[config.mk]
export PLATFORM = sky130hd
export DESIGN_NAME = cascade_timer_top
export DESIGN_NICKNAME = d
export VERILOG_FILES = /design/src/common/timer_pkg.sv /design/src/design/cascade_timer_top.sv /design/src/design/timer_channel.sv
export SDC_FILE = /design/constraint.sdc
export NUM_CORES = 1
export LEC_CHECK = 0
export CORE_MARGIN = 1
export CORE_UTILIZATION = 43
export DETAILED_ROUTE_END_ITERATION = 10
export DONT_BUFFER_PORTS = 1
export GPL_TIMING_DRIVEN = 0
export HOLD_SLACK_MARGIN = 0.06
export PLACE_DENSITY_LB_ADDON = 0.05
export RECOVER_POWER = 100
export SLEW_MARGIN = 20
export SYNTH_ARGS = -nofsm -noshare
export SYNTH_HDL_FRONTEND = slang
export SYNTH_SLANG_ARGS = --single-unit
export TNS_END_PERCENT = 20
[constraint.sdc]
create_clock -name aclk -period 2.21 [get_ports aclk]
set_clock_uncertainty 0.05 [all_clocks]
set_input_delay 0.1105 -clock aclk [delete_from_list [all_inputs] [get_ports aclk]]
set_output_delay 0.1105 -clock aclk [all_outputs]
set_load 0.005 [all_outputs]
[src/common/timer_pkg.sv]
package timer_pkg;

  // ***************************************************************
  // Register map (byte addresses)
  // ***************************************************************
  localparam logic [7:0] OFS_MODE_LO = 8'h00;
  localparam logic [7:0] OFS_MODE_HI = 8'h04;
  localparam logic [7:0] OFS_CLKSEL_LO = 8'h08;
  localparam logic [7:0] OFS_CLKSEL_HI = 8'h0C;
  localparam logic [7:0] OFS_CMP_LO = 8'h10;
  localparam logic [7:0] OFS_CMP_HI = 8'h14;
  localparam logic [7:0] OFS_CNT_LO = 8'h18;
  localparam logic [7:0] OFS_CNT_HI = 8'h1C;
  localparam logic [7:0] OFS_CASC_CNT = 8'h20;
  localparam logic [7:0] OFS_CASC_CMP = 8'h24;

  // ***************************************************************
  // Mode control register fields
  // ***************************************************************
  localparam int BIT_RUN = 7;
  localparam int BIT_PWM = 6;
  localparam int BIT_CASC = 4;
  localparam int BIT_FF_SET = 3;
  localparam int BIT_FF_CLR = 2;
  localparam int BIT_INV = 1;
  localparam int BIT_OUT_EN = 0;
  localparam logic [7:0] MODE_MASK_LO = 8'hC3;
  localparam logic [7:0] MODE_MASK_HI = 8'hD3;
  localparam logic [7:0] MODE_RESET = 8'h00;
  localparam logic [2:0] CLKSEL_RESET = 3'h0;
  localparam logic [7:0] CMP_RESET = 8'h00;

  // ***************************************************************
  // Count clock selection codes
  // ***************************************************************
  localparam logic [2:0] CLK_EV_FALL = 3'h0;
  localparam logic [2:0] CLK_EV_RISE = 3'h1;
  localparam logic [2:0] CLK_DIV1 = 3'h2;
  localparam logic [2:0] CLK_DIV2 = 3'h3;
  localparam logic [2:0] CLK_DIV4 = 3'h4;
  localparam logic [2:0] CLK_DIV64 = 3'h5;
  localparam logic [2:0] CLK_DIV256 = 3'h6;
  localparam logic [2:0] CLK_AUX = 3'h7;
  localparam int PRESCALE_W = 8;

  // ***************************************************************
  // AXI responses
  // ***************************************************************
  localparam logic [1:0] RESP_OKAY = 2'h0;
  localparam logic [1:0] RESP_SLVERR = 2'h2;

  typedef struct packed {
    logic run;
    logic pwm;
    logic inv_en;
    logic low_active;
    logic out_en;
  } chan_ctrl_t;

endpackage

[src/design/cascade_timer_top.sv]
// Design decisions made here: the address map and register access over AXI4-Lite.
`timescale 1ns/1ps
`default_nettype none
// Operation
// - Channels run alone or as cascaded pair
// - Alone: interval, event, square wave, PWM
// - Cascade: interval, event, square; no PWM
// - Read-only 8-bit count, increments per tick
// - Cascaded count read as one 16-bit word
// - Count clears on reset, stop, clear-mode match
// - Lower run bit clears whole cascade
// - Compare register 8-bit, any value writable
// - Outside PWM, equality raises match interrupt
// - PWM: overflow activates, match deactivates output
// - Cascade: 16-bit compare, lower channel interrupt
// - Run 0 clears and halts, 1 counts
// - Mode bit: 0 clear-restart, 1 PWM
// - Cascade bit on upper only, lower fixed 0
// - Stopping PWM forces output inactive
module cascade_timer_top
  import timer_pkg::*;
(
  input wire logic aclk,
  input wire logic aresetn,
  input wire logic [7:0] s_axi_awaddr,
  input wire logic s_axi_awvalid,
  output logic s_axi_awready,
  input wire logic [31:0] s_axi_wdata,
  input wire logic [3:0] s_axi_wstrb,
  input wire logic s_axi_wvalid,
  output logic s_axi_wready,
  output logic [1:0] s_axi_bresp,
  output logic s_axi_bvalid,
  input wire logic s_axi_bready,
  input wire logic [7:0] s_axi_araddr,
  input wire logic s_axi_arvalid,
  output logic s_axi_arready,
  output logic [31:0] s_axi_rdata,
  output logic [1:0] s_axi_rresp,
  output logic s_axi_rvalid,
  input wire logic s_axi_rready,
  input wire logic [1:0] event_input_pin,
  input wire logic [1:0] aux_count_tick,
  output logic [1:0] timer_output_pin,
  output logic [1:0] compare_match_irq
);

  // ***************************************************************
  // Bus state
  // ***************************************************************
  logic aw_free_r, aw_free_nxt;
  logic w_free_r, w_free_nxt;
  logic [7:0] awaddr_r, awaddr_nxt;
  logic [31:0] wdata_r, wdata_nxt;
  logic [3:0] wstrb_r, wstrb_nxt;
  logic bvalid_r, bvalid_nxt;
  logic [1:0] bresp_r, bresp_nxt;
  logic arready_r, arready_nxt;
  logic rvalid_r, rvalid_nxt;
  logic [31:0] rdata_r, rdata_nxt;
  logic [1:0] rresp_r, rresp_nxt;
  logic do_write;

  // ***************************************************************
  // Register state
  // ***************************************************************
  logic [7:0] mode_control_register_r [2];
  logic [7:0] mode_nxt [2];
  logic [2:0] count_clock_select_register_r [2];
  logic [2:0] clksel_nxt [2];
  logic [7:0] channel_compare_value_r [2];
  logic [7:0] cmp_nxt [2];
  logic [1:0] ff_set_r, ff_set_nxt;
  logic [1:0] ff_clr_r, ff_clr_nxt;
  logic [PRESCALE_W-1:0] prescale_r, prescale_nxt;
  logic [1:0] ev_prev_r, ev_prev_nxt;

  logic cascade_select_bit;
  logic [7:0] lower_stage_counter;
  logic [7:0] upper_stage_counter;
  logic [15:0] cascaded_count_value;
  logic [15:0] cascaded_compare_value;
  logic [1:0] sel_tick;
  logic [1:0] eq;
  logic [1:0] match;
  logic [1:0] carry;
  logic [1:0] chan_tick;
  logic [1:0] chan_clr;
  chan_ctrl_t ctrl [2];
  logic [7:0] stage_count [2];

  assign cascade_select_bit = mode_control_register_r[1][BIT_CASC];
  assign cascaded_count_value = {upper_stage_counter, lower_stage_counter};
  assign cascaded_compare_value = {channel_compare_value_r[1], channel_compare_value_r[0]};

  assign s_axi_awready = aw_free_r;
  assign s_axi_wready = w_free_r;
  assign s_axi_bvalid = bvalid_r;
  assign s_axi_bresp = bresp_r;
  assign s_axi_arready = arready_r;
  assign s_axi_rvalid = rvalid_r;
  assign s_axi_rdata = rdata_r;
  assign s_axi_rresp = rresp_r;

  // ***************************************************************
  // Count clock selection
  // ***************************************************************
  always_comb begin
    prescale_nxt = prescale_r + 1'b1;
    ev_prev_nxt = event_input_pin;
    for (int i = 0; i < 2; i++) begin
      case (count_clock_select_register_r[i])
        CLK_EV_FALL: sel_tick[i] = ev_prev_r[i] & !event_input_pin[i];
        CLK_EV_RISE: sel_tick[i] = !ev_prev_r[i] & event_input_pin[i];
        CLK_DIV1: sel_tick[i] = 1'b1;
        CLK_DIV2: sel_tick[i] = &prescale_r[0:0];
        CLK_DIV4: sel_tick[i] = &prescale_r[1:0];
        CLK_DIV64: sel_tick[i] = &prescale_r[5:0];
        CLK_DIV256: sel_tick[i] = &prescale_r[7:0];
        CLK_AUX: sel_tick[i] = aux_count_tick[i];
        default: sel_tick[i] = 1'b0;
      endcase
    end
  end

  // ***************************************************************
  // Channel steering
  // ***************************************************************
  always_comb begin
    for (int i = 0; i < 2; i++) begin
      ctrl[i].run = mode_control_register_r[i][BIT_RUN];
      ctrl[i].pwm = mode_control_register_r[i][BIT_PWM];
      ctrl[i].inv_en = mode_control_register_r[i][BIT_INV];
      ctrl[i].low_active = mode_control_register_r[i][BIT_INV];
      ctrl[i].out_en = mode_control_register_r[i][BIT_OUT_EN];
    end
    eq[0] = lower_stage_counter == channel_compare_value_r[0];
    eq[1] = upper_stage_counter == channel_compare_value_r[1];
    if (cascade_select_bit) begin
      ctrl[0].pwm = 1'b0;
      ctrl[1].pwm = 1'b0;
      ctrl[1].run = ctrl[0].run;
      eq[0] = cascaded_count_value == cascaded_compare_value;
      eq[1] = 1'b0;
    end
  end

  // Kept apart from the steering so the carry path does not loop back into it
  always_comb begin
    chan_tick = sel_tick;
    chan_clr = 2'b00;
    if (cascade_select_bit) begin
      chan_tick[1] = carry[0];
      chan_clr[1] = match[0];
    end
  end

  for (genvar g = 0; g < 2; g++) begin : g_chan
    timer_channel #(
      .WIDTH(8)
    ) u_chan (
      .aclk(aclk),
      .aresetn(aresetn),
      .ctrl(ctrl[g]),
      .tick(chan_tick[g]),
      .eq(eq[g]),
      .clr(chan_clr[g]),
      .ff_set(ff_set_r[g]),
      .ff_clr(ff_clr_r[g]),
      .count_r(stage_count[g]),
      .match(match[g]),
      .carry(carry[g]),
      .irq_r(compare_match_irq[g]),
      .pin_r(timer_output_pin[g])
    );
  end
  assign lower_stage_counter = stage_count[0];
  assign upper_stage_counter = stage_count[1];

  // ***************************************************************
  // AXI write path
  // ***************************************************************
  assign do_write = !aw_free_r & !w_free_r & !bvalid_r;

  always_comb begin
    aw_free_nxt = aw_free_r ? !s_axi_awvalid : do_write;
    w_free_nxt = w_free_r ? !s_axi_wvalid : do_write;
    awaddr_nxt = (aw_free_r && s_axi_awvalid) ? s_axi_awaddr : awaddr_r;
    wdata_nxt = (w_free_r && s_axi_wvalid) ? s_axi_wdata : wdata_r;
    wstrb_nxt = (w_free_r && s_axi_wvalid) ? s_axi_wstrb : wstrb_r;
    bvalid_nxt = bvalid_r ? !s_axi_bready : do_write;
    bresp_nxt = bresp_r;
    mode_nxt = mode_control_register_r;
    clksel_nxt = count_clock_select_register_r;
    cmp_nxt = channel_compare_value_r;
    ff_set_nxt = 2'b00;
    ff_clr_nxt = 2'b00;
    if (do_write) begin
      bresp_nxt = RESP_OKAY;
      case (awaddr_r)
        OFS_MODE_LO, OFS_MODE_HI: begin
          if (wstrb_r[0]) begin
            // Lower stage keeps its cascade bit at zero
            mode_nxt[awaddr_r[2]] = wdata_r[7:0] & (awaddr_r[2] ? MODE_MASK_HI : MODE_MASK_LO);
            ff_set_nxt[awaddr_r[2]] = wdata_r[BIT_FF_SET] & !wdata_r[BIT_FF_CLR];
            ff_clr_nxt[awaddr_r[2]] = wdata_r[BIT_FF_CLR] & !wdata_r[BIT_FF_SET];
          end
        end
        OFS_CLKSEL_LO, OFS_CLKSEL_HI: begin
          if (wstrb_r[0]) begin
            clksel_nxt[awaddr_r[2]] = wdata_r[2:0];
          end
        end
        OFS_CMP_LO, OFS_CMP_HI: begin
          if (wstrb_r[0]) begin
            cmp_nxt[awaddr_r[2]] = wdata_r[7:0];
          end
        end
        OFS_CASC_CMP: begin
          if (wstrb_r[0]) begin
            cmp_nxt[0] = wdata_r[7:0];
          end
          if (wstrb_r[1]) begin
            cmp_nxt[1] = wdata_r[15:8];
          end
        end
        OFS_CNT_LO, OFS_CNT_HI, OFS_CASC_CNT: bresp_nxt = RESP_OKAY;
        default: bresp_nxt = RESP_SLVERR;
      endcase
    end
  end

  // ***************************************************************
  // AXI read path
  // ***************************************************************
  always_comb begin
    arready_nxt = arready_r ? !s_axi_arvalid : (rvalid_r & s_axi_rready);
    rvalid_nxt = rvalid_r ? !s_axi_rready : s_axi_arvalid;
    rdata_nxt = rdata_r;
    rresp_nxt = rresp_r;
    if (arready_r && s_axi_arvalid) begin
      rdata_nxt = 32'h00000000;
      rresp_nxt = RESP_OKAY;
      case (s_axi_araddr)
        OFS_MODE_LO: rdata_nxt[7:0] = mode_control_register_r[0];
        OFS_MODE_HI: rdata_nxt[7:0] = mode_control_register_r[1];
        OFS_CLKSEL_LO: rdata_nxt[2:0] = count_clock_select_register_r[0];
        OFS_CLKSEL_HI: rdata_nxt[2:0] = count_clock_select_register_r[1];
        OFS_CMP_LO: rdata_nxt[7:0] = channel_compare_value_r[0];
        OFS_CMP_HI: rdata_nxt[7:0] = channel_compare_value_r[1];
        OFS_CNT_LO, OFS_CNT_HI: begin
          // Halves are refused while cascaded so a torn read cannot pass
          if (cascade_select_bit) begin
            rresp_nxt = RESP_SLVERR;
          end else begin
            rdata_nxt[7:0] = s_axi_araddr[2] ? upper_stage_counter : lower_stage_counter;
          end
        end
        OFS_CASC_CNT: rdata_nxt[15:0] = cascaded_count_value;
        OFS_CASC_CMP: rdata_nxt[15:0] = cascaded_compare_value;
        default: rresp_nxt = RESP_SLVERR;
      endcase
    end
  end

  always_ff @(posedge aclk) begin
    if (!aresetn) begin
      aw_free_r <= 1'b1;
      w_free_r <= 1'b1;
      awaddr_r <= 8'h00;
      wdata_r <= 32'h00000000;
      wstrb_r <= 4'h0;
      bvalid_r <= 1'b0;
      bresp_r <= RESP_OKAY;
      arready_r <= 1'b1;
      rvalid_r <= 1'b0;
      rdata_r <= 32'h00000000;
      rresp_r <= RESP_OKAY;
      for (int i = 0; i < 2; i++) begin
        mode_control_register_r[i] <= MODE_RESET;
        count_clock_select_register_r[i] <= CLKSEL_RESET;
        channel_compare_value_r[i] <= CMP_RESET;
      end
      ff_set_r <= 2'b00;
      ff_clr_r <= 2'b00;
      prescale_r <= '0;
      ev_prev_r <= 2'b00;
    end else begin
      aw_free_r <= aw_free_nxt;
      w_free_r <= w_free_nxt;
      awaddr_r <= awaddr_nxt;
      wdata_r <= wdata_nxt;
      wstrb_r <= wstrb_nxt;
      bvalid_r <= bvalid_nxt;
      bresp_r <= bresp_nxt;
      arready_r <= arready_nxt;
      rvalid_r <= rvalid_nxt;
      rdata_r <= rdata_nxt;
      rresp_r <= rresp_nxt;
      mode_control_register_r <= mode_nxt;
      count_clock_select_register_r <= clksel_nxt;
      channel_compare_value_r <= cmp_nxt;
      ff_set_r <= ff_set_nxt;
      ff_clr_r <= ff_clr_nxt;
      prescale_r <= prescale_nxt;
      ev_prev_r <= ev_prev_nxt;
    end
  end

  // ***************************************************************
  // Checks
  // ***************************************************************
  property p_casc_stop;
    @(posedge aclk) disable iff (!aresetn)
      (cascade_select_bit && !mode_control_register_r[0][BIT_RUN]) |=> cascaded_count_value == 16'h0000;
  endproperty
  a_casc_stop: assert property (p_casc_stop) else $error("cascade not cleared by lower run bit");

  property p_lower_casc_bit;
    @(posedge aclk) disable iff (!aresetn) !mode_control_register_r[0][BIT_CASC];
  endproperty
  a_lower_casc_bit: assert property (p_lower_casc_bit) else $error("lower cascade bit set");

  property p_casc_match;
    @(posedge aclk) disable iff (!aresetn)
      (cascade_select_bit && mode_control_register_r[0][BIT_RUN] && chan_tick[0] &&
       cascaded_count_value == cascaded_compare_value) |=> compare_match_irq[0] && !compare_match_irq[1];
  endproperty
  a_casc_match: assert property (p_casc_match) else $error("cascade match missed lower irq");

  property p_casc_no_pwm;
    @(posedge aclk) disable iff (!aresetn) cascade_select_bit |-> !ctrl[0].pwm && !ctrl[1].pwm;
  endproperty
  a_casc_no_pwm: assert property (p_casc_no_pwm) else $error("pwm active in cascade");

  property p_half_refused;
    @(posedge aclk) disable iff (!aresetn)
      (arready_r && s_axi_arvalid && cascade_select_bit &&
       (s_axi_araddr == OFS_CNT_LO || s_axi_araddr == OFS_CNT_HI)) |=> rvalid_r && rresp_r == RESP_SLVERR;
  endproperty
  a_half_refused: assert property (p_half_refused) else $error("count half read while cascaded");

  property p_cmp_write;
    @(posedge aclk) disable iff (!aresetn)
      (do_write && awaddr_r == OFS_CMP_LO && wstrb_r[0]) |=> channel_compare_value_r[0] == $past(wdata_r[7:0]);
  endproperty
  a_cmp_write: assert property (p_cmp_write) else $error("compare write did not land");

endmodule
`default_nettype wire

[src/design/timer_channel.sv]
`timescale 1ns/1ps
`default_nettype none
module timer_channel
  import timer_pkg::*;
#(
  parameter int WIDTH = 8
) (
  input wire logic aclk,
  input wire logic aresetn,
  input wire chan_ctrl_t ctrl,
  input wire logic tick,
  input wire logic eq,
  input wire logic clr,
  input wire logic ff_set,
  input wire logic ff_clr,
  output logic [WIDTH-1:0] count_r,
  output logic match,
  output logic carry,
  output logic irq_r,
  output logic pin_r
);

  if (WIDTH < 2) begin : g_bad_width
    $error("timer_channel: WIDTH must be at least 2");
  end

  logic [WIDTH-1:0] count_nxt;
  logic ff_r;
  logic ff_nxt;
  logic irq_nxt;
  logic pin_nxt;
  logic at_max;
  logic ovf;
  logic pwm_match;

  // ***************************************************************
  // Counter
  // ***************************************************************
  assign at_max = (count_r == {WIDTH{1'b1}});
  assign match = ctrl.run & tick & eq & !ctrl.pwm;
  assign pwm_match = ctrl.run & tick & eq & ctrl.pwm;
  assign ovf = ctrl.run & tick & ctrl.pwm & at_max;
  assign carry = ctrl.run & tick & at_max & !match;

  always_comb begin
    count_nxt = count_r;
    if (!ctrl.run || clr) begin
      count_nxt = '0;
    end else if (match) begin
      count_nxt = '0;
    end else if (tick) begin
      count_nxt = count_r + 1'b1;
    end
    irq_nxt = match;
  end

  // ***************************************************************
  // Output flip-flop
  // ***************************************************************
  always_comb begin
    ff_nxt = ff_r;
    if (ctrl.pwm) begin
      if (!ctrl.run) begin
        ff_nxt = 1'b0;
      end else if (ovf) begin
        ff_nxt = 1'b1;
      end else if (pwm_match) begin
        ff_nxt = 1'b0;
      end
    end else begin
      if (ff_set) begin
        ff_nxt = 1'b1;
      end else if (ff_clr) begin
        ff_nxt = 1'b0;
      end else if (match && ctrl.inv_en) begin
        ff_nxt = !ff_r;
      end
    end
    pin_nxt = 1'b0;
    if (ctrl.out_en) begin
      pin_nxt = ctrl.pwm ? (ff_nxt ^ ctrl.low_active) : ff_nxt;
    end
  end

  always_ff @(posedge aclk) begin
    if (!aresetn) begin
      count_r <= '0;
      ff_r <= 1'b0;
      irq_r <= 1'b0;
      pin_r <= 1'b0;
    end else begin
      count_r <= count_nxt;
      ff_r <= ff_nxt;
      irq_r <= irq_nxt;
      pin_r <= pin_nxt;
    end
  end

  // ***************************************************************
  // Checks
  // ***************************************************************
  property p_run_clear;
    @(posedge aclk) disable iff (!aresetn) !ctrl.run |=> count_r == '0;
  endproperty
  a_run_clear: assert property (p_run_clear) else $error("count not cleared while stopped");

  property p_match_clear;
    @(posedge aclk) disable iff (!aresetn) match |=> count_r == '0 && irq_r;
  endproperty
  a_match_clear: assert property (p_match_clear) else $error("match did not clear and flag");

  property p_count_step;
    @(posedge aclk) disable iff (!aresetn)
      (ctrl.run && tick && !clr && !match) |=> count_r == $past(count_r) + 1'b1;
  endproperty
  a_count_step: assert property (p_count_step) else $error("count did not step on tick");

  property p_irq_cause;
    @(posedge aclk) disable iff (!aresetn)
      irq_r |-> $past(ctrl.run && tick && eq && !ctrl.pwm);
  endproperty
  a_irq_cause: assert property (p_irq_cause) else $error("irq without compare match");

  property p_pwm_ovf;
    @(posedge aclk) disable iff (!aresetn) ovf |=> ff_r;
  endproperty
  a_pwm_ovf: assert property (p_pwm_ovf) else $error("overflow did not activate pwm");

  property p_pwm_match;
    @(posedge aclk) disable iff (!aresetn) (pwm_match && !at_max) |=> !ff_r;
  endproperty
  a_pwm_match: assert property (p_pwm_match) else $error("match did not deactivate pwm");

  property p_pwm_stop;
    @(posedge aclk) disable iff (!aresetn)
      (ctrl.pwm && !ctrl.run && ctrl.out_en) |=> pin_r == $past(ctrl.low_active);
  endproperty
  a_pwm_stop: assert property (p_pwm_stop) else $error("stopped pwm not inactive");

endmodule
`default_nettype wire

==> flow_summary.yaml <==
global_route:
  grtUsageTotal_pct: 25.8
  overflow: 0
  grt_pass1_vias: 4809
  antenna_found_initial: 0
  grt_max_degree: 17
  grt_pass1_wl_mm: 25.6
synth:
  synth_seq_area_share_pct: 41.9
  yosysWarningCount: 0
  syn-cell-area_um2: 5590
  synth_ff_type: "dfxtp_1"
  postSynthAreaPerCell_um2: 8.56
  synth_cells: 653
  async_flop_share_pct: 0
  synth_edf_count: 0
  yosysUniqueCellTypes: 63
  ys_ff_latch: 117
sta:
  slew_violations: 0
  finalCritPeriodShare_pct: 103
  fmax_ghz: 0.440
  finalHoldViolCount: 0
  tightest_slew_ns: 0.676
  layout_setup_ws_ns: -0.0604
  rsz0062_at_grt: "true"
  min_period_ns: 2.27
  max-slew-margin-rel_pct: 54.6
  setup_viol: 16
outcome:
  outcome: "complete, but fails checks"
  violations: "negative setup slack"
layout:
  fin_nets: 817
  n_fill_cell: 1161
  area.growth.synth_to_final_pct: 31.4
  fin_util_pct: 58.0
  antenna_cells: 0
  final_cell_mix: "106 x dfxtp_1, 77 x nand2_1, 76 x nor2_1"
  mostFrequentLayoutCell: "dfxtp_1"
  drive_above_1_share_pct: 18.1
  instances_no_fill: 936
min_path:
  hp-class: "input port to flip-flop"
flow_run:
  maxCapViolCount: 0
floorplan:
  core_um2: 12700
  dieArea_um2: 13500
  die_h_um: 116
  pin_count: 108
  start_util_pct: 44.1
  row_count: 41
  die_w_um: 116
clock_network:
  clk_pin_slew_ns: 0.06
  htreeDepth: 4
  clock_latency_ns: 0.42
  cts_tree: "done"
  clock_sinks: 117
  cts_buffers: 17
  cts_max_path_buffers: 2
  root_buffer: "clkbuf_16"
route:
  vias: 5064
  drt-initial-drc-count: 280
  viasPerCell: 5.41
  dr.pass1.iters: 7
  routed_wl_mm: 16.5
  drtAntennaViolNets: 0
  wl_per_cell_um: 17.6
  drc: 0
critical_path:
  path_class: "flip-flop to flip-flop"
  arrival_ns: 2.51
  path_max_fanout: 10
  worstPathRequired_ns: 2.45
  start_kind: "flip-flop"
  end_kind: "flip-flop"
placed_design:
  port_buffers: 0
  gp_congestion: 0.881
  post-dp-hpwl_mm: 11.3
  place_inst: 842
power:
  p_sw_mw: 1.27
  irDropWorstVdd_uv: 478
  power_mw: 5.56
  clockPowerShare_pct: 51.7
  pwr-share-seq_pct: 40.5
  intPower_mw: 4.29
  power.density_nw_per_um2: 757
  combinationalPowerShare_pct: 7.8
  swShare_pct: 22.8
  p_leak_nw: 2.99
[layout make-up]
class / count / area [um2] / area share, %
Multi-Input combinational cell: 490 / 3220 / 43.8
Sequential cell: 117 / 2360 / 32.1
Timing Repair Buffer: 64 / 602 / 8.19
Clock buffer: 23 / 498 / 6.77
Buffer: 51 / 299 / 4.07
Tap cell: 172 / 215 / 2.93
Clock inverter: 9 / 123 / 1.67
Inverter: 10 / 37.5 / 0.511
[routing by layer]
layer	track usage [%]	vias to the layer above	wire, um
li1	-	2472	-
met1	33.3	2381	7450
met2	40.6	175	7570
met3	6.75	36	985
met4	11.5	0	456
met5	0	-	0
[Yosys cell counts, drive strengths merged (6+ instances only)]
cell / count / area [um2]
o21ai: 20 / 100
nor4: 9 / 77.6
a21oi: 49 / 245
a221oi: 16 / 140
nand3b: 6 / 45.0
clkbuf: 27 / 104
buf: 26 / 196
dfxtp: 117 / 2340
nand2: 78 / 293
mux2: 14 / 158
inv: 10 / 37.5
and3: 7 / 43.8
and2: 7 / 46.3
nand3: 35 / 175
a211oi: 7 / 80.1
nor2: 78 / 293
mux2i: 29 / 290
xor2: 33 / 289
nor3: 17 / 85.1
[power by group through the flow]
stage | logic, mW | registers (mW) | clock network, mW
floorplan | 0.250 | 2.27 | 0
global placement | 0.314 | 2.29 | 0
detailed placement | 0.318 | 2.29 | 0
CTS | 0.420 | 2.25 | 2.90
global route | 0.481 | 2.26 | 3.01
finish | 0.434 | 2.26 | 2.87
[through the flow]
stage / setup TNS [ns] / area, um2 / hold slack (ns) / setup slack [ns]
2_1_floorplan: 0 / 5660 / 0.151 / 0.0119
3_3_place_gp: -9.24 / 5870 / 0.158 / -0.393
3_5_place_dp: -11.47 / 5870 / 0.157 / -0.466
4_1_cts: -0.573 / 7200 / 0.0659 / -0.0642
5_1_grt: -3.01 / 7350 / 0.127 / -0.130
6_report: -0.467 / 7350 / 0.0959 / -0.0604
[flip-flops by register name, indices dropped and copies added, names as in the netlist, 2 cells and up]
name and count:
ev_prev_r 2, cascaded_compare_value 16, ctrl 5, prescale_r 8
wdata_r 16, g_chan.u_chan.count_r 16, g_chan.u_chan.pin_r 2, ff_set_r 2
ff_clr_r 2, awaddr_r 8, count_clock_select_register_r 6, g_chan.u_chan.ff_r 2
mode_control_register_r 4, wstrb_r 2, g_chan.u_chan.irq_r 2, s_axi_rdata 16
[timing repair]
action / CTS / global route
pin swaps: 19 / 12
hold buffers: 52 / 1
endpoints found under the hold margin: 39 / 2
resized for setup: 36 / 35
endpoints found under the setup margin: 42 / 48
setup buffers: 7 / 4
[worst paths after layout]
check                           from  cells after the start  slack, ns                     to
hold / removal               aresetn                      4        0.1  g_chan[0].u_chan.ff_r
hold reg to reg           wdata_r[8]                      2       0.40             wdata_r[8]
setup / recovery  cascade_select_bit                      5      -0.06         s_axi_rdata[1]
setup reg to reg  cascade_select_bit                      5      -0.06         s_axi_rdata[1]
[worst max-delay path, cell delays in order (launching register included)]
cell and delay, ns:
dfxtp_1 0.47, clkbuf_1 0.49, nor3_1 0.20, a21o_1 0.32
a221oi_1 0.48, a21oi_1 0.12
[cells by family after synthesis]
family / share of synthesized area, %
adder cells (fa/ha/maj): 0.671
buffers and inverters: 6.04
AO/OA/AOI/OAI: 14.9
AND/OR/NAND/NOR: 22.6
other: 0.0670
multiplexers: 8.01
flip-flops: 41.9
XOR/XNOR: 5.79
(Power assumes the default switching activity.)
